[config.mk]
export PLATFORM = sky130hd
export DESIGN_NAME = spm_serial_port
export DESIGN_NICKNAME = d
export VERILOG_FILES = /design/src/core/spm_pkg.sv /design/src/core/spm_route_buf.sv /design/src/core/spm_serial_port.sv
export VERILOG_INCLUDE_DIRS = /design/src /design/src/core
export SDC_FILE = /design/constraint.sdc
export NUM_CORES = 1
export LEC_CHECK = 0
export ABC_AREA = 1
export BUFFER_PORTS_ARGS = -buffer_cell sky130_fd_sc_hd__buf_2
export CAP_MARGIN = 10
export CORE_MARGIN = 1
export CORE_UTILIZATION = 61
export CTS_BUF_LIST = sky130_fd_sc_hd__clkbuf_8 sky130_fd_sc_hd__clkbuf_16
export DETAILED_ROUTE_END_ITERATION = 6
export PLACE_DENSITY = 0.8
export RECOVER_POWER = 25
export SYNTH_ARGS = -nofsm -noshare
export SYNTH_HDL_FRONTEND = slang
export SYNTH_SLANG_ARGS = --single-unit
[constraint.sdc]
create_clock -name ref_clk_i -period 9.8 [get_ports ref_clk_i]
set_input_delay 1.96 -clock ref_clk_i [delete_from_list [all_inputs] [get_ports ref_clk_i]]
set_output_delay 1.96 -clock ref_clk_i [all_outputs]
set_load 0.005 [all_outputs]
[src/core/spm_map.svh]
`ifndef SPM_MAP_SVH
`define SPM_MAP_SVH
// Register byte offsets on the APB
`define SPM_CTRL_OFS 8'h00
`define SPM_RATE_OFS 8'h04
`define SPM_TXDATA_OFS 8'h08
`define SPM_RXDATA_OFS 8'h0C
`define SPM_PINS_OFS 8'h10
`define SPM_STATUS_OFS 8'h14
`define SPM_NOTIFY_OFS 8'h18
`define SPM_NPORT_OFS 8'h1C
// Control register field positions
`define SPM_CTRL_PROG 0
`define SPM_CTRL_DHCP 1
`define SPM_CTRL_RM_LO 2
`define SPM_CTRL_CM_LO 4
`define SPM_CTRL_HS 6
`define SPM_CTRL_IF_LO 7
`define SPM_CTRL_TRM 9
`define SPM_CTRL_SE 10
`define SPM_CTRL_LEN8 11
`define SPM_CTRL_PAR_LO 12
`define SPM_CTRL_INV 15
`define SPM_CTRL_NB_LO 16
// Reset values: routing mode, 8 bits, no parity, board-level sense
`define SPM_CTRL_RST 22'h00_0800
`define SPM_NPORT_RST 16'h0000
// Timing: clock rate and line rates in bits per second
`define SPM_CLK_HZ 40000000
`define SPM_MAX_BPS 115200
`define SPM_DFLT_BPS 9600
// Shortest bit period rounds up, so the top rate is never exceeded
`define SPM_MIN_DIV ((`SPM_CLK_HZ + `SPM_MAX_BPS - 1) / `SPM_MAX_BPS)
`define SPM_DFLT_DIV (`SPM_CLK_HZ / `SPM_DFLT_BPS)
// Character that counts as an escape while the port is closed
`define SPM_ESC_CHAR 8'h1B
`endif

[src/core/spm_pkg.sv]
package spm_pkg;
  typedef enum logic [1:0] {
    SPM_RM_SERVER = 2'b00,
    SPM_RM_SRVCLI = 2'b01,
    SPM_RM_CLIENT = 2'b10
  } spm_route_t;
  typedef enum logic [2:0] {
    SPM_PAR_NONE = 3'b000,
    SPM_PAR_EVEN = 3'b001,
    SPM_PAR_ODD = 3'b010,
    SPM_PAR_MARK = 3'b011,
    SPM_PAR_SPACE = 3'b100
  } spm_parity_t;
  typedef enum logic [1:0] {
    SPM_TX_IDLE = 2'b00,
    SPM_TX_SHIFT = 2'b01
  } spm_tx_state_t;
  typedef enum logic [1:0] {
    SPM_RX_IDLE = 2'b00,
    SPM_RX_START = 2'b01,
    SPM_RX_DATA = 2'b10,
    SPM_RX_STOP = 2'b11
  } spm_rx_state_t;
endpackage

[src/core/spm_route_buf.sv]
`timescale 1ns/100ps
`default_nettype none
module spm_route_buf #(
  parameter int W = 9,
  parameter int D = 8,
  parameter int AW = 3
) (
  input wire logic clk_i, // Clock
  input wire logic rst_i, // Async reset, high
  input wire logic flush_i, // Discard all content
  input wire logic in_valid_i, // Write request
  input wire logic [W-1:0] in_data_i, // Write data
  output logic in_ready_o, // Room for a word
  output logic out_valid_o, // Word available
  output logic [W-1:0] out_data_o, // Oldest word
  input wire logic out_ready_i, // Consumer takes word
  output logic [AW:0] level_o // Words held
);
  logic [W-1:0] mem_q [D];
  logic [AW-1:0] wr_q;
  logic [AW-1:0] rd_q;
  logic [AW:0] cnt_q;
  logic push;
  logic pop;

  // Full and empty come from the true count, never guessed
  assign in_ready_o = cnt_q != (AW+1)'(D);
  assign out_valid_o = cnt_q != '0;
  assign out_data_o = mem_q[rd_q];
  assign level_o = cnt_q;
  assign push = in_valid_i && in_ready_o;
  assign pop = out_valid_o && out_ready_i;

  // Storage is not reset; only the pointers define content
  always_ff @(posedge clk_i) begin
    if (push) begin
      mem_q[wr_q] <= in_data_i;
    end
  end

  // Flush wins over traffic in the same cycle
  always_ff @(posedge clk_i or posedge rst_i) begin
    if (rst_i) begin
      wr_q <= '0;
      rd_q <= '0;
      cnt_q <= '0;
    end else if (flush_i) begin
      wr_q <= '0;
      rd_q <= '0;
      cnt_q <= '0;
    end else begin
      if (push) begin
        wr_q <= wr_q + 1'b1;
      end
      if (pop) begin
        rd_q <= rd_q + 1'b1;
      end
      cnt_q <= cnt_q + (AW+1)'(push) - (AW+1)'(pop);
    end
  end
endmodule
`default_nettype wire

[src/core/spm_serial_port.sv]
// Overview of operation
// RULE1: After reset the port runs in data routing mode.
// RULE2: Programming mode treats serial input as commands and drops network data.
// RULE3: Closed port ignores serial input except escapes, only with soft entry on.
// RULE4: Programming mode keeps the port always open.
// RULE5: Routing with dynamic addressing keeps the port closed until address obtained.
// RULE6: Server routing opens the port exactly while a connection exists.
// RULE7: Client routings with trigger immediate or on-data keep the port open.
// RULE8: Client routings with command triggers open only while connected.
// RULE9: Network payload leaves the serial line byte by byte, unfiltered.
// RULE10: Two independent buffers, one per routing direction.
// RULE11: Connection close flushes both routing buffers.
// RULE12: Line rate selectable up to 115200 bps, changes apply at once.
// RULE13: Character length is seven or eight data bits.
// RULE14: Mark parity produces a bit acting as second stop bit.
// RULE15: Full duplex with handshake uses RTS and CTS for flow control.
// RULE16: Half duplex drives RTS as transmit direction control.
// RULE17: Automatic interface selection takes duplex mode from the CTS level.
// RULE18: Terminal-ready mode makes DTR show connection status.
// RULE19: Connection trigger setting lets DSR start and end the connection.
// RULE20: Network host sets RTS and DTR and polls CTS and DSR.
// RULE21: Masked line changes raise a notification toward the notify port.
// RULE22: Bare modules invert handshake and data line sense.
// RULE23: In half duplex the attached device waits while direction says we drive.
`timescale 1ns/100ps
`default_nettype none
`include "spm_map.svh"
module spm_serial_port
  import spm_pkg::*;
(
  input wire logic ref_clk_i, // 40 MHz clock
  input wire logic sys_rst_i, // Async reset, high
  input wire logic psel_i, // APB select
  input wire logic penable_i, // APB enable
  input wire logic pwrite_i, // APB direction
  input wire logic [7:0] paddr_i, // APB byte address
  input wire logic [31:0] pwdata_i, // APB write data
  output logic [31:0] prdata_o, // APB read data
  output logic pready_o, // APB ready
  output logic pslverr_o, // APB error, unmapped address
  input wire logic ip_obtained_i, // Address acquired by network stack
  input wire logic conn_up_i, // Data connection established
  output logic conn_request_o, // Ask stack to hold the connection
  output logic notify_req_o, // Notification message pending
  output logic [15:0] notify_port_o, // Notification destination port
  input wire logic ser_rxd_i, // Serial receive pin
  input wire logic ser_cts_i, // CTS pin
  input wire logic ser_dsr_i, // DSR pin
  input wire logic aux_line_zero_i, // Auxiliary line 0 pin
  input wire logic aux_line_one_i, // Auxiliary line 1 pin
  output logic ser_txd_o, // Serial transmit pin
  output logic ser_rts_o, // RTS or direction pin
  output logic ser_dtr_o // DTR pin
);
  logic [21:0] ctrl_q;
  logic [15:0] div_q;
  logic [15:0] nport_q;
  logic rts_set_q;
  logic dtr_set_q;
  logic [5:0] note_q;
  logic [5:0] lines_q;
  logic esc_q;
  logic conn_q;
  logic [4:0] s1_q, s2_q, s3_q, filt_q;
  logic inv, prog, hs_en, half, port_open, cts_ok;
  logic [1:0] rm, cm;
  logic [2:0] par;
  logic len8;
  logic rxd, cts, dsr, aux0, aux1;
  logic wr_acc, rd_acc, ack;
  logic conn_fall;
  logic [31:0] rd_d;
  logic map_d;

  // Field decode of the control word
  assign prog = ctrl_q[`SPM_CTRL_PROG];
  assign rm = ctrl_q[`SPM_CTRL_RM_LO +: 2];
  assign cm = ctrl_q[`SPM_CTRL_CM_LO +: 2];
  assign hs_en = ctrl_q[`SPM_CTRL_HS];
  assign len8 = ctrl_q[`SPM_CTRL_LEN8]; // RULE13
  assign par = ctrl_q[`SPM_CTRL_PAR_LO +: 3];
  assign inv = ctrl_q[`SPM_CTRL_INV];

  // Pin inputs: three stages, a change counts once stages two and three agree
  always_ff @(posedge ref_clk_i or posedge sys_rst_i) begin
    if (sys_rst_i) begin
      s1_q <= 5'h1F;
      s2_q <= 5'h1F;
      s3_q <= 5'h1F;
      filt_q <= 5'h1F;
    end else begin
      s1_q <= {aux_line_one_i, aux_line_zero_i, ser_dsr_i, ser_cts_i, ser_rxd_i};
      s2_q <= s1_q;
      s3_q <= s2_q;
      filt_q <= (s2_q & ~(s2_q ^ s3_q)) | (filt_q & (s2_q ^ s3_q));
    end
  end

  // Line sense flips on bare modules
  assign {aux1, aux0, dsr, cts, rxd} = filt_q ^ {2'b00, {3{inv}}}; // RULE22

  // Duplex: auto mode follows CTS; CTS low then selects full duplex and still holds transmit when handshake is on
  assign half = (ctrl_q[`SPM_CTRL_IF_LO +: 2] == 2'b10) ? cts
              : ctrl_q[`SPM_CTRL_IF_LO]; // RULE17
  assign cts_ok = half || !hs_en || cts; // RULE15

  // Opened or closed state of the port
  always_comb begin
    if (prog) begin
      port_open = 1'b1; // RULE4
    end else if (ctrl_q[`SPM_CTRL_DHCP] && !ip_obtained_i) begin
      port_open = 1'b0; // RULE5
    end else if (rm == SPM_RM_SERVER) begin
      port_open = conn_up_i; // RULE6
    end else if (cm < 2'd2) begin
      port_open = 1'b1; // RULE7
    end else begin
      port_open = conn_up_i; // RULE8
    end
  end

  // Connection close seen as a falling edge of the status input
  always_ff @(posedge ref_clk_i or posedge sys_rst_i) begin
    if (sys_rst_i) begin
      conn_q <= 1'b0;
    end else begin
      conn_q <= conn_up_i;
    end
  end
  assign conn_fall = conn_q && !conn_up_i;

  // APB: one wait state so read data and ready both leave flip-flops
  assign ack = psel_i && penable_i && pready_o;
  assign wr_acc = ack && pwrite_i;
  assign rd_acc = ack && !pwrite_i;

  // Routing buffers, one per direction
  logic n2s_ready, n2s_valid, n2s_pop;
  logic [7:0] n2s_data;
  logic [3:0] n2s_lvl;
  logic s2n_push, s2n_ready, s2n_valid;
  logic [8:0] s2n_in, s2n_data;
  logic [3:0] s2n_lvl;
  logic n2s_push;

  // Network data written in programming mode is dropped
  assign n2s_push = wr_acc && (paddr_i == `SPM_TXDATA_OFS) && !prog; // RULE2

  spm_route_buf #(.W(8), .D(8), .AW(3)) u_n2s_buf ( // RULE10
    .clk_i(ref_clk_i),
    .rst_i(sys_rst_i),
    .flush_i(conn_fall), // RULE11
    .in_valid_i(n2s_push),
    .in_data_i(pwdata_i[7:0]),
    .in_ready_o(n2s_ready),
    .out_valid_o(n2s_valid),
    .out_data_o(n2s_data),
    .out_ready_i(n2s_pop),
    .level_o(n2s_lvl)
  );

  spm_route_buf #(.W(9), .D(8), .AW(3)) u_s2n_buf ( // RULE10
    .clk_i(ref_clk_i),
    .rst_i(sys_rst_i),
    .flush_i(conn_fall), // RULE11
    .in_valid_i(s2n_push),
    .in_data_i(s2n_in),
    .in_ready_o(s2n_ready),
    .out_valid_o(s2n_valid),
    .out_data_o(s2n_data),
    .out_ready_i(rd_acc && (paddr_i == `SPM_RXDATA_OFS)),
    .level_o(s2n_lvl)
  );

  // Transmitter: start, 7 or 8 data bits, optional parity, stop
  spm_tx_state_t tx_st_q;
  logic [10:0] tx_sh_q;
  logic [3:0] tx_bits_q;
  logic [15:0] tx_cnt_q;
  logic tx_line_q;
  logic [10:0] frame;
  logic pbit;

  // Mark parity is a constant one, so it reads as a second stop bit
  always_comb begin
    case (spm_parity_t'(par))
      SPM_PAR_EVEN: pbit = ^(n2s_data & {len8, 7'h7F});
      SPM_PAR_ODD: pbit = ~^(n2s_data & {len8, 7'h7F});
      SPM_PAR_MARK: pbit = 1'b1; // RULE14
      default: pbit = 1'b0;
    endcase
    frame = 11'h7FF;
    frame[0] = 1'b0;
    frame[7:1] = n2s_data[6:0];
    if (len8) begin
      frame[8] = n2s_data[7];
      frame[9] = (par != 3'b000) ? pbit : 1'b1;
    end else begin
      frame[8] = (par != 3'b000) ? pbit : 1'b1;
    end
  end

  // Bytes leave one at a time with no inspection
  assign n2s_pop = (tx_st_q == SPM_TX_IDLE) && cts_ok; // RULE9

  // Bit timing reads the divider live, so a new rate applies at once
  always_ff @(posedge ref_clk_i or posedge sys_rst_i) begin
    if (sys_rst_i) begin
      tx_st_q <= SPM_TX_IDLE;
      tx_sh_q <= 11'h7FF;
      tx_bits_q <= 4'h0;
      tx_cnt_q <= 16'h0000;
      tx_line_q <= 1'b1;
    end else begin
      case (tx_st_q)
        SPM_TX_IDLE: begin
          tx_line_q <= 1'b1;
          if (n2s_valid && n2s_pop) begin // RULE15
            tx_sh_q <= frame;
            tx_bits_q <= 4'd9 + 4'(len8) + 4'(par != 3'b000);
            tx_cnt_q <= 16'h0000;
            tx_st_q <= SPM_TX_SHIFT;
          end
        end
        SPM_TX_SHIFT: begin
          if (tx_cnt_q != 16'h0000) begin
            tx_cnt_q <= tx_cnt_q - 16'h0001;
          end else if (tx_bits_q == 4'h0) begin
            tx_st_q <= SPM_TX_IDLE;
          end else begin
            tx_line_q <= tx_sh_q[0];
            tx_sh_q <= {1'b1, tx_sh_q[10:1]};
            tx_bits_q <= tx_bits_q - 4'h1;
            tx_cnt_q <= div_q - 16'h0001; // RULE12
          end
        end
        default: tx_st_q <= SPM_TX_IDLE;
      endcase
    end
  end

  // Receiver: mid-bit sampling from the start edge
  spm_rx_state_t rx_st_q;
  logic [8:0] rx_sh_q;
  logic [3:0] rx_bits_q;
  logic [15:0] rx_cnt_q;
  logic rx_done_q;
  logic [7:0] rx_byte;
  logic [3:0] rx_n;

  assign rx_n = 4'd7 + 4'(len8) + 4'(par != 3'b000);
  assign rx_byte = 8'((rx_sh_q >> (4'd9 - rx_n)) & {1'b0, len8, 7'h7F}); // RULE13

  always_ff @(posedge ref_clk_i or posedge sys_rst_i) begin
    if (sys_rst_i) begin
      rx_st_q <= SPM_RX_IDLE;
      rx_sh_q <= 9'h000;
      rx_bits_q <= 4'h0;
      rx_cnt_q <= 16'h0000;
      rx_done_q <= 1'b0;
    end else begin
      rx_done_q <= 1'b0;
      if (rx_st_q != SPM_RX_IDLE && rx_cnt_q != 16'h0000) begin
        rx_cnt_q <= rx_cnt_q - 16'h0001;
      end else begin
        case (rx_st_q)
          SPM_RX_IDLE: begin
            if (!rxd) begin
              rx_cnt_q <= {1'b0, div_q[15:1]};
              rx_st_q <= SPM_RX_START;
            end
          end
          SPM_RX_START: begin
            rx_cnt_q <= div_q - 16'h0001;
            rx_bits_q <= rx_n;
            rx_st_q <= rxd ? SPM_RX_IDLE : SPM_RX_DATA;
          end
          SPM_RX_DATA: begin
            rx_sh_q <= {rxd, rx_sh_q[8:1]};
            rx_bits_q <= rx_bits_q - 4'h1;
            rx_cnt_q <= div_q - 16'h0001;
            if (rx_bits_q == 4'h1) begin
              rx_st_q <= SPM_RX_STOP;
            end
          end
          SPM_RX_STOP: begin
            rx_done_q <= 1'b1;
            rx_st_q <= SPM_RX_IDLE;
          end
          default: rx_st_q <= SPM_RX_IDLE;
        endcase
      end
    end
  end

  // Open port records bytes; bit 8 marks a programming command
  assign s2n_push = rx_done_q && port_open; // RULE3
  assign s2n_in = {prog, rx_byte}; // RULE2

  // Escape detection only while closed and soft entry is on; set beats clear
  always_ff @(posedge ref_clk_i or posedge sys_rst_i) begin
    if (sys_rst_i) begin
      esc_q <= 1'b0;
    end else if (rx_done_q && !port_open && ctrl_q[`SPM_CTRL_SE]
                 && rx_byte == `SPM_ESC_CHAR) begin
      esc_q <= 1'b1; // RULE3
    end else if (wr_acc && paddr_i == `SPM_STATUS_OFS && pwdata_i[6]) begin
      esc_q <= 1'b0;
    end
  end

  // Configuration, rate and host pin-set writes
  always_ff @(posedge ref_clk_i or posedge sys_rst_i) begin
    if (sys_rst_i) begin
      ctrl_q <= `SPM_CTRL_RST; // RULE1
      div_q <= 16'(`SPM_DFLT_DIV);
      nport_q <= `SPM_NPORT_RST;
      rts_set_q <= 1'b0;
      dtr_set_q <= 1'b0;
    end else if (wr_acc) begin
      case (paddr_i)
        `SPM_CTRL_OFS: ctrl_q <= pwdata_i[21:0];
        `SPM_RATE_OFS: div_q <= (pwdata_i[15:0] < 16'(`SPM_MIN_DIV))
                                ? 16'(`SPM_MIN_DIV) : pwdata_i[15:0]; // RULE12
        `SPM_PINS_OFS: {dtr_set_q, rts_set_q} <= pwdata_i[1:0]; // RULE20
        `SPM_NPORT_OFS: nport_q <= pwdata_i[15:0];
        default: ;
      endcase
    end
  end

  // Handshake and direction outputs, registered with the line sense applied
  logic rts_d, dtr_d;
  always_comb begin
    if (half) begin
      rts_d = tx_st_q != SPM_TX_IDLE; // RULE16 RULE23
    end else if (hs_en) begin
      rts_d = s2n_ready; // RULE15
    end else begin
      rts_d = rts_set_q; // RULE20
    end
    dtr_d = ctrl_q[`SPM_CTRL_TRM] ? conn_up_i : dtr_set_q; // RULE18
  end

  always_ff @(posedge ref_clk_i or posedge sys_rst_i) begin
    if (sys_rst_i) begin
      ser_txd_o <= 1'b1;
      ser_rts_o <= 1'b0;
      ser_dtr_o <= 1'b0;
      conn_request_o <= 1'b0;
    end else begin
      ser_txd_o <= tx_line_q ^ inv; // RULE22
      ser_rts_o <= rts_d ^ inv;
      ser_dtr_o <= dtr_d ^ inv;
      conn_request_o <= !prog && cm == 2'd3 && dsr; // RULE19
    end
  end

  // Watched lines: change under mask sets sticky bits; set beats clear
  always_ff @(posedge ref_clk_i or posedge sys_rst_i) begin
    if (sys_rst_i) begin
      lines_q <= 6'h00;
      note_q <= 6'h00;
      notify_req_o <= 1'b0;
      notify_port_o <= 16'h0000;
    end else begin
      lines_q <= {aux1, aux0, dsr, dtr_d, cts, rts_d};
      note_q <= (note_q & ~((wr_acc && paddr_i == `SPM_NOTIFY_OFS) ? pwdata_i[5:0] : 6'h00))
              | ((lines_q ^ {aux1, aux0, dsr, dtr_d, cts, rts_d})
                 & ctrl_q[`SPM_CTRL_NB_LO +: 6]); // RULE21
      notify_req_o <= |note_q;
      notify_port_o <= nport_q;
    end
  end

  // Read mux and decode
  always_comb begin
    rd_d = 32'h0000_0000;
    map_d = 1'b1;
    case (paddr_i)
      `SPM_CTRL_OFS: rd_d = {10'h000, ctrl_q};
      `SPM_RATE_OFS: rd_d = {16'h0000, div_q};
      `SPM_TXDATA_OFS: rd_d = {28'h000_0000, n2s_lvl};
      `SPM_RXDATA_OFS: rd_d = {22'h00_0000, s2n_valid, s2n_data};
      `SPM_PINS_OFS: rd_d = {26'h000_0000, dtr_d, rts_d, aux1, aux0, dsr, cts}; // RULE20
      `SPM_STATUS_OFS: rd_d = {25'h000_0000, esc_q, !s2n_valid, !n2s_ready,
                                |note_q, conn_up_i, half, port_open};
      `SPM_NOTIFY_OFS: rd_d = {26'h000_0000, note_q};
      `SPM_NPORT_OFS: rd_d = {16'h0000, nport_q};
      default: map_d = 1'b0;
    endcase
  end

  always_ff @(posedge ref_clk_i or posedge sys_rst_i) begin
    if (sys_rst_i) begin
      pready_o <= 1'b0;
      prdata_o <= 32'h0000_0000;
      pslverr_o <= 1'b0;
    end else begin
      pready_o <= psel_i && penable_i && !pready_o;
      pslverr_o <= psel_i && penable_i && !pready_o && !map_d;
      if (psel_i && penable_i && !pready_o) begin
        prdata_o <= pwrite_i ? 32'h0000_0000 : rd_d;
      end
    end
  end
endmodule
`default_nettype wire

==> results of run 1 <==
## layer usage
metal | up-vias | GRT usage
li1 | 6092 | -
met2 | 577 | 0.4909
met1 | 6270 | 0.3980
met4 | 0 | 0.1304
met5 | - | 0
met3 | 111 | 0.04231
## worst paths after layout
check	end	slack, ns	startpoint	depth (start not counted)
max reg2reg	tx_bits_q[2]	6.01	ctrl_q[15]	10
min in group asynchronous	tx_cnt_q[4]	1.60	sys_rst_i	2
max in group asynchronous	u_n2s_buf.wr_q[1]	6.54	sys_rst_i	3
min reg2reg	s2_q[3]	0.35	s1_q[3]	0
max	u_n2s_buf.mem_q[2][0]	5.60	paddr_i[7]	10
min	s2_q[3]	0.35	s1_q[3]	0
## where the power goes
| group | leakage (nW) | internal (mW) | switching (mW) | total [mW] |
|---|---|---|---|---|
| combinational | 3.70 | 0.0387 | 0.0929 | 0.132 |
| sequential | 4.01 | 1.56 | 0.0181 | 1.58 |
| clock | 0.683 | 0.895 | 0.580 | 1.47 |
| total | 8.39 | 2.50 | 0.691 | 3.19 |
## area by class of cell
class | count | area [µm²] | area share
clock inverter | 24 | 257.7 | 0.01384
tap | 341 | 426.7 | 0.02291
inverter | 252 | 954.7 | 0.05127
timing repair buffer | 100 | 518.0 | 0.02782
sequential | 355 | 9610 | 0.5161
clock buffer | 44 | 1045 | 0.05611
multi-input combinational | 1113 | 5808 | 0.3119
## critical path: cells and delay by family
kind          cells  cell delay, ns
simple gates      6            1.87
buf+inv           4            0.51
## kinds of logic (layout without fill, tap and decap cells)
logic type / Yosys count / in the layout / share of synthesized area
adders and majority gates: 37 / 37 / 0.02779
DFF: 355 / 355 / 0.5737
other: 1 / 10 / 0.0002239
xor gates and xnor gates: 34 / 34 / 0.01778
buffers and inverters: 321 / 420 / 0.07828
and+or+nand+nor: 643 / 643 / 0.1634
muxes: 9 / 9 / 0.005453
AOI/OAI and AO/OA: 380 / 380 / 0.1334
## sequential cells by signal (all words and copies together) (netlist names), 9 cells and up, named ones only
name             cells
nport_q             16
tx_sh_q             10
rx_cnt_q            16
tx_cnt_q            16
u_n2s_buf.mem_q     64
u_s2n_buf.mem_q     72
prdata_o            22
ctrl_q              22
notify_port_o       16
rx_sh_q              9
div_q               16
## synthesized netlist by cell type, drive strengths merged (30+ instances only)
library cell / instances
nand2: 329
buf: 41
dfstp: 37
ha: 30
edfxtp: 136
a21oi: 66
o21ai: 214
inv: 249
dfrtp: 182
nand3: 87
nor3: 40
nor2: 165
## through the flow
step | util | power [mW]
after floorplan | - | 1.695
after global routing | 0.6909 | 3.282
after CTS | 0.6929 | 3.201
final | 0.6909 | 3.186
after global placement | 0.6446 | 1.735
after detailed placement | 0.6446 | 1.741
==> impl_metrics.yaml, run 1 <==
pwr:
  ir_drop_mv: 0.1487
  power_density_nw_per_um2: 171.1
  cellLeakagePower_nw: 8.395
routing:
  wl_per_cell_um: 18.33
  dr.pass1.iters: 5
  drtIter0Drc: 1379
  ant_nets: 0
  drt-met1-wl_mm: 16.39
  wl_met3_mm: 3.057
  route.vias.total: 13050
  avgViaCountPerCell: 5.855
  drc: 0
  wl_met2_mm: 19.82
  highest_layer: "met4"
  drt-total-wl_mm: 40.85
synthesis:
  synth_area_um2: 16750
  synth-edff-count: 136
  synthTopCellsByArea: "dfrtp_1 (27%), edfxtp_1 (24%), nand2_1 (7.3%)"
  ys.flop_type: "dfrtp_1"
  ys_seq_area_frac: 0.5737
  yosysTopAreaCell: "dfrtp_1"
  yosys_warnings: 0
  async_reset_ff_frac: 0.6169
  syn_inst: 1780
  avgSynthCellArea_um2: 9.411
  synth-seq-cells: 355
  synth.top_cell.area_share: 0.2719
  synth_cell_type_count: 64
floorplanning:
  fp.dieW_um: 167.7
  floorplan.die.height_um: 167.7
  rows: 60
  initial_core_util: 0.6215
  coreArea_um2: 26950
  dieArea_um2: 28130
  ios: 107
cts:
  clk_latency_ns: 0.54
  cts.clk_slew.worst_paths_ns: 0.06
  cts_post_setup_buffers_inserted: 0
  clock_path_buffers: 3
  cts_buffers: 37
  tritoncts: "done"
  holdBufCountCts: 0
  root_buffer: "clkbuf_16"
  cts_sinks: 355
  cts_resized: 0
  cts_htree_levels: 2
global_routing:
  grt_pass1_wl_mm: 65.58
  antenna_found_initial: 0
  grt-ovfl-total: 0
  grt_util_all_layers: 0.2983
  grt_max_degree: 140
  grt_pass1_vias: 12527
sta:
  fin_worst_skew_ns: 0.01992
  relSlewSlack: 0.1417
  tightest_slew_ns: 1.274
  setup_ws_ns: 5.604
  tns_ns: 0
  period_minus_slack_ns: 4.196
  finalSetupViolations: 0
  drv_slew: 0
  rsz0062_at_grt: "false"
  fin_crit_sh: 0.4282
  hold_viol_final: 0
  max_freq_ghz: 0.2383
  hold_ws_ns: 0.3539
setup_path:
  crit_arrival_ns: 4.34
  crit_type: "in2reg"
  slowest_delay_ns: 0.87
  worstPathRequired_ns: 9.94
  slowest_stage: "nor3_1"
  worstPathMaxFanout: 8
  path_cells: "buf_2 > nor2_1 > inv_1 > nor3_1 > inv_1 > nor2_1 > nand4_1 > inv_1 > nand2_1 > nor3_1"
  critical_path.most_common_cell: "inv_1"
  end_kind: "flip-flop"
  cp-start-kind: "input pin"
place:
  placed_area_um2: 17370
  place_inst: 2158
  io_buffers: 86
  gp_congestion: 0.9424
  place_ws_ns: 5.016
  dp_hpwl_mm: 28.10
cells_and_area:
  layout.cells.non_filler: 2229
  final_area_um2: 18620
  final_common_cell: "nand2_1"
  final_cell_mix: "nand2_1 (328), inv_1 (255), o21ai_0 (207)"
  antenna-diode-count: 0
  area_growth_pct: 11.16
  final_nets: 1943
  fillCellCount: 1986
  drive_gt1_frac: 0.1075
min_path:
  hold_path.class: "reg2reg"
outcome:
  outcome: "completed"
job:
  maxCapViolations: 0
Note: power is estimated with default switching activity, not from simulation.
==> inputs of run 2 (changes only) <==
Settings changed: CORE_UTILIZATION 61 to 55, PLACE_DENSITY 0.8 to 0.76.
Clock period 9.8 ns to 3.6 ns, I/O delays scaled along.
==> run 2 against run 1 <==
Effect of this change: utilization fell by 5.6 points; clock skew grew 0.016 ns; the run now ends with capacitance limit, slew limit left; wire length grew 2.7%; setup slack got worse by 5.2 ns; critical path depth down 2; combinational power rose to 2.8 times the previous value; register-to-register slack lost 5.6 ns; count of clock-buffer cells in the layout did not move; die area is 11% higher; power grew to 2.7 times the previous value; critical endpoint is now esc_q; worst hold slack lost 0.080 ns; clock power increased to 2.7 times the previous value.
==> impl_metrics.yaml, run 2 (synthesized netlist as in run 1, its figures left out) <==
cells_and_area:
  final_area_um2: 18910
  area_growth_pct: 12.89
  final_nets: 1971
  reg.largest.list: "u_s2n_buf.mem_q (72), u_n2s_buf.mem_q (64)"
  finish.utilization: 0.6347
  fillCellCount: 2377
  final_cell_mix: "nand2_1 (328), inv_1 (251), o21ai_0 (203)"
  largest_register: "u_s2n_buf.mem_q"
  largest_reg_flops: 72
  drive_gt1_frac: 0.1268
  final_common_cell: "nand2_1"
floorplanning:
  fp.dieW_um: 176.5
  initial_core_util: 0.5622
  rows: 63
  dieArea_um2: 31160
  ios: 107
  floorplan.die.height_um: 176.5
  coreArea_um2: 29800
sta:
  period_minus_slack_ns: 3.190
  relSlewSlack: -0.04401
  tns_ns: 0
  hold_viol_final: 0
  finalSetupViolations: 0
  fin_worst_skew_ns: 0.03635
  setup_ws_ns: 0.4098
  max_freq_ghz: 0.3135
  fin_crit_sh: 0.8862
  drv_slew: 62
  tightest_slew_ns: 1.566
  rsz0062_at_grt: "false"
cts:
  clk_latency_ns: 0.55
  tritoncts: "done"
  cts_buffers: 38
  cts.clk_slew.worst_paths_ns: 0.06
  cts_htree_levels: 2
  cts_sinks: 355
  cts_post_setup_buffers_inserted: 0
  clock_path_buffers: 3
  holdBufCountCts: 0
  cts_resized: 0
  root_buffer: "clkbuf_16"
pwr:
  switching_power_mw: 1.929
  pwr-share-seq: 0.501
  combPwrFrac: 0.044
  ir_drop_mv: 0.4691
  total_power_mw: 8.581
  swShare: 0.2249
  cellLeakagePower_nw: 8.523
  intPower_mw: 6.651
  pwr-share-clk: 0.455
  power_density_nw_per_um2: 453.8
place:
  gp_congestion: 0.9414
  io_buffers: 86
  place_ws_ns: 0.4302
  dp_hpwl_mm: 29.14
  placed_area_um2: 17680
routing:
  wl_per_cell_um: 18.17
  dr.pass1.iters: 7
  ant_nets: 0
  drtIter0Drc: 1379
  avgViaCountPerCell: 5.693
  route.vias.total: 13139
  drc: 0
  drt-total-wl_mm: 41.94
setup_path:
  worstPathMaxFanout: 16
  end_kind: "flip-flop"
  crit_type: "reg2reg"
  worstPathRequired_ns: 4.05
  crit_arrival_ns: 3.64
  cp-start-kind: "flip-flop"
global_routing:
  grt_max_degree: 85
  antenna_found_initial: 1
  grt-ovfl-total: 0
  grt_pass1_vias: 12660
  grt_pass1_wl_mm: 66.83
  grt_util_all_layers: 0.2755
outcome:
  outcome: "finished, violations left"
  violations: "capacitance limit, slew limit"
job:
  maxCapViolations: 1
min_path:
  hold_path.class: "in2reg"
-- run 2: cell count changes in the layout (fill, tap and decap cells not counted), sizes merged --
cell,delta
buf,+26
clkinv,+5
bufinv,-2
inv,-2
clkbuf,+1
clkinvlp,+1
diode,+1
-- run 2: worst paths after layout --
check,from,depth (start not counted),to,slack [ns]
hold reg to reg,s1_q[1],0,s2_q[1],0.36
max in group asynchronous,sys_rst_i,3,tx_cnt_q[14],1.01
setup / recovery,ctrl_q[11],8,esc_q,0.41
min in group asynchronous,sys_rst_i,2,conn_request_o,0.46
hold / removal,aux_line_one_i,1,s1_q[4],0.27
setup reg to reg,ctrl_q[11],8,esc_q,0.41
-- run 2: power groups by stage --
stage / Combinational (mW) / Clock (mW) / Sequential, mW
2_1_floorplan: 0.249 / 0 / 4.37
3_5_place_dp: 0.375 / 0 / 4.38
4_1_cts: 0.379 / 3.94 / 4.30
5_1_grt: 0.414 / 4.09 / 4.31
3_3_place_gp: 0.363 / 0 / 4.38
6_report: 0.374 / 3.91 / 4.30
-- run 2: through the flow --
stage               hold slack, ns  instances
detailed placement          0.3475       2237
global placement            0.3459       2237
finish                      0.2744       2308
global route                0.2571       2308
CTS                         0.2511       2307
floorplan                   0.3452       1789
-- run 2: layer usage --
metal,part of all wire,GRT usage,vias up
li1,-,-,6160
met1,0.43,0.3786,6276
met2,0.46,0.4359,583
met3,0.068,0.03898,120
met4,0.043,0.1243,0
met5,0,0,-
-- run 2: cell type report --
type	count	area, µm²	area share
clock inverter	26	234.0	0.01237
antenna	1	2.502	0.0001323
timing repair buffer	127	729.5	0.03857
tap	390	488.0	0.02580
clock buffer	44	1033	0.05465
sequential	355	9610	0.5082
inverter	252	949.7	0.05022
multi-input combinational	1113	5863	0.3100
-- run 2: critical path: stages (launching register included) --
cell and delay [ns]:
dfstp_2 0.60, inv_1 0.11, ha_1 0.58, o21ai_0 0.20, o21ai_0 0.84, nand4_1 0.20, nor4_1 0.22, nand4_1 0.15
o21ai_0 0.20
==> inputs of run 3 (changes only) <==
Settings changed: CORE_UTILIZATION 55 to 40, PLACE_DENSITY 0.76 to 0.59.
==> run 3 against run 2 <==
Effect of this change: clock power hardly changed; utilization fell by 17 points; setup slack lost 0.037 ns; worst hold slack worse by 0.0076 ns; critical path type unchanged; sequential power barely moved; non-clock buffer count increased by 3; the run ends with DRC, capacitance limit, slew limit left; highest routed layer unchanged.
==> impl_metrics.yaml, run 3 (synthesized netlist as in run 1, its figures left out) <==
outcome:
  outcome: "finished, violations left"
  violations: "DRC, capacitance limit, slew limit"
place:
  placed_area_um2: 17880
  place_inst: 2382
  place_ws_ns: 0.4044
  dp_hpwl_mm: 30.68
  gp_congestion: 0.8901
  io_buffers: 86
cts:
  clock_path_buffers: 3
  clk_latency_ns: 0.55
  cts_sinks: 355
  holdBufCountCts: 0
  tritoncts: "done"
  cts_resized: 0
  root_buffer: "clkbuf_16"
  cts_buffers: 39
  cts_post_setup_buffers_inserted: 0
  cts_htree_levels: 2
  cts.clk_slew.worst_paths_ns: 0.06
global_routing:
  grt-ovfl-total: 0
  antenna_found_initial: 0
  grt_pass1_wl_mm: 68.68
  grt_pass1_vias: 12424
  grt_max_degree: 75
  grt_util_all_layers: 0.2079
floorplanning:
  rows: 74
  dieArea_um2: 42700
  coreArea_um2: 41110
  initial_core_util: 0.4075
  ios: 107
  fp.dieW_um: 206.6
  floorplan.die.height_um: 206.6
cells_and_area:
  antenna-diode-count: 0
  area_growth_pct: 14.00
  final_nets: 1975
  final_area_um2: 19100
  layout.cells.non_filler: 2453
  largest_register: "u_s2n_buf.mem_q"
  final_common_cell: "nand2_1"
  reg.largest.list: "u_s2n_buf.mem_q (72), u_n2s_buf.mem_q (64)"
  final_cell_mix: "nand2_1 (327), inv_1 (249), o21ai_0 (203)"
  fillCellCount: 3932
  drive_gt1_frac: 0.1296
  largest_reg_flops: 72
pwr:
  ir_drop_mv: 0.4101
  total_power_mw: 8.560
  cellLeakagePower_nw: 8.528
  power_density_nw_per_um2: 448.3
sta:
  fin_worst_skew_ns: 0.01790
  fin_crit_sh: 0.8965
  tightest_slew_ns: 1.601
  drv_slew: 34
  tns_ns: 0
  max_freq_ghz: 0.3098
  setup_ws_ns: 0.3726
  hold_viol_final: 0
  finalSetupViolations: 0
  relSlewSlack: -0.07330
  rsz0062_at_grt: "false"
  period_minus_slack_ns: 3.227
setup_path:
  cp-start-kind: "flip-flop"
  crit_type: "reg2reg"
  worstPathMaxFanout: 16
  worstPathRequired_ns: 4.07
  end_kind: "flip-flop"
  crit_arrival_ns: 3.70
job:
  maxCapViolations: 1
routing:
  drt-total-wl_mm: 42.72
  drtIter0Drc: 1065
  drc: 5
  avgViaCountPerCell: 5.194
  dr.pass1.iters: 7
  wl_per_cell_um: 17.42
  route.vias.total: 12741
  ant_nets: 0
min_path:
  hold_path.class: "in2reg"
==> run 3: cell count changes in the layout (fill, tap and decap cells not counted), moves of 2 or more <==
cell,previous run,this run
clkbuf_8,6,3
clkinv_2,5,10
clkbuf_16,38,41
inv_1,251,249
buf_4,37,41
==> run 3: critical path, cell delays in order, from the launching register on <==
cell	delay [ns]
dfstp_2	0.60
inv_1	0.11
ha_1	0.60
o21ai_0	0.22
o21ai_0	0.84
nand4_1	0.16
nor4_1	0.25
nand4_1	0.19
o21ai_0	0.18
==> run 3: final timing paths <==
| path | slack, ns | cells after the start | endpoint | start |
|---|---|---|---|---|
| worst max-delay path | 0.37 | 8 | esc_q | ctrl_q[11] |
| worst min-delay path | 0.27 | 1 | s1_q[3] | aux_line_zero_i |
| worst max register to register | 0.37 | 8 | esc_q | ctrl_q[11] |
| worst min register to register | 0.36 | 0 | s2_q[2] | s1_q[2] |
| max in group asynchronous | 1.08 | 3 | prdata_o[15] | sys_rst_i |
| min in group asynchronous | 0.55 | 2 | lines_q[0] | sys_rst_i |
==> run 3: per-layer routing <==
metal | up-vias | global-route usage | routed length, µm
met5 | - | 0 | 0
met4 | 0 | 0.06775 | 1215
li1 | 6167 | - | -
met1 | 6144 | 0.2898 | 19410
met2 | 349 | 0.3284 | 19740
met3 | 81 | 0.03626 | 2358
==> run 3: through the flow <==
stage / util / hold WS (ns)
2_1_floorplan: - / 0.3452
3_3_place_gp: 0.4349 / 0.3455
3_5_place_dp: 0.4349 / 0.3472
4_1_cts: 0.4653 / 0.2390
5_1_grt: 0.4645 / 0.2419
6_report: 0.4645 / 0.2667
==> run 3: final cells by class <==
| cell class | count | area (µm²) | share of cell area |
|---|---|---|---|
| tap | 532 | 665.6 | 0.03486 |
| sequential | 355 | 9610 | 0.5033 |
| multi-input combinational | 1113 | 5866 | 0.3072 |
| clock buffer | 44 | 1067 | 0.05589 |
| timing repair buffer | 130 | 755.7 | 0.03958 |
| clock inverter | 27 | 181.4 | 0.009501 |
| inverter | 252 | 949.7 | 0.04973 |
==> run 3: report_power, final <==
part / switching [mW] / total (mW) / leakage, nW / internal, mW
clock: 1.62 / 3.89 / 0.642 / 2.27
combinational: 0.259 / 0.372 / 3.87 / 0.113
sequential: 0.0457 / 4.30 / 4.01 / 4.25
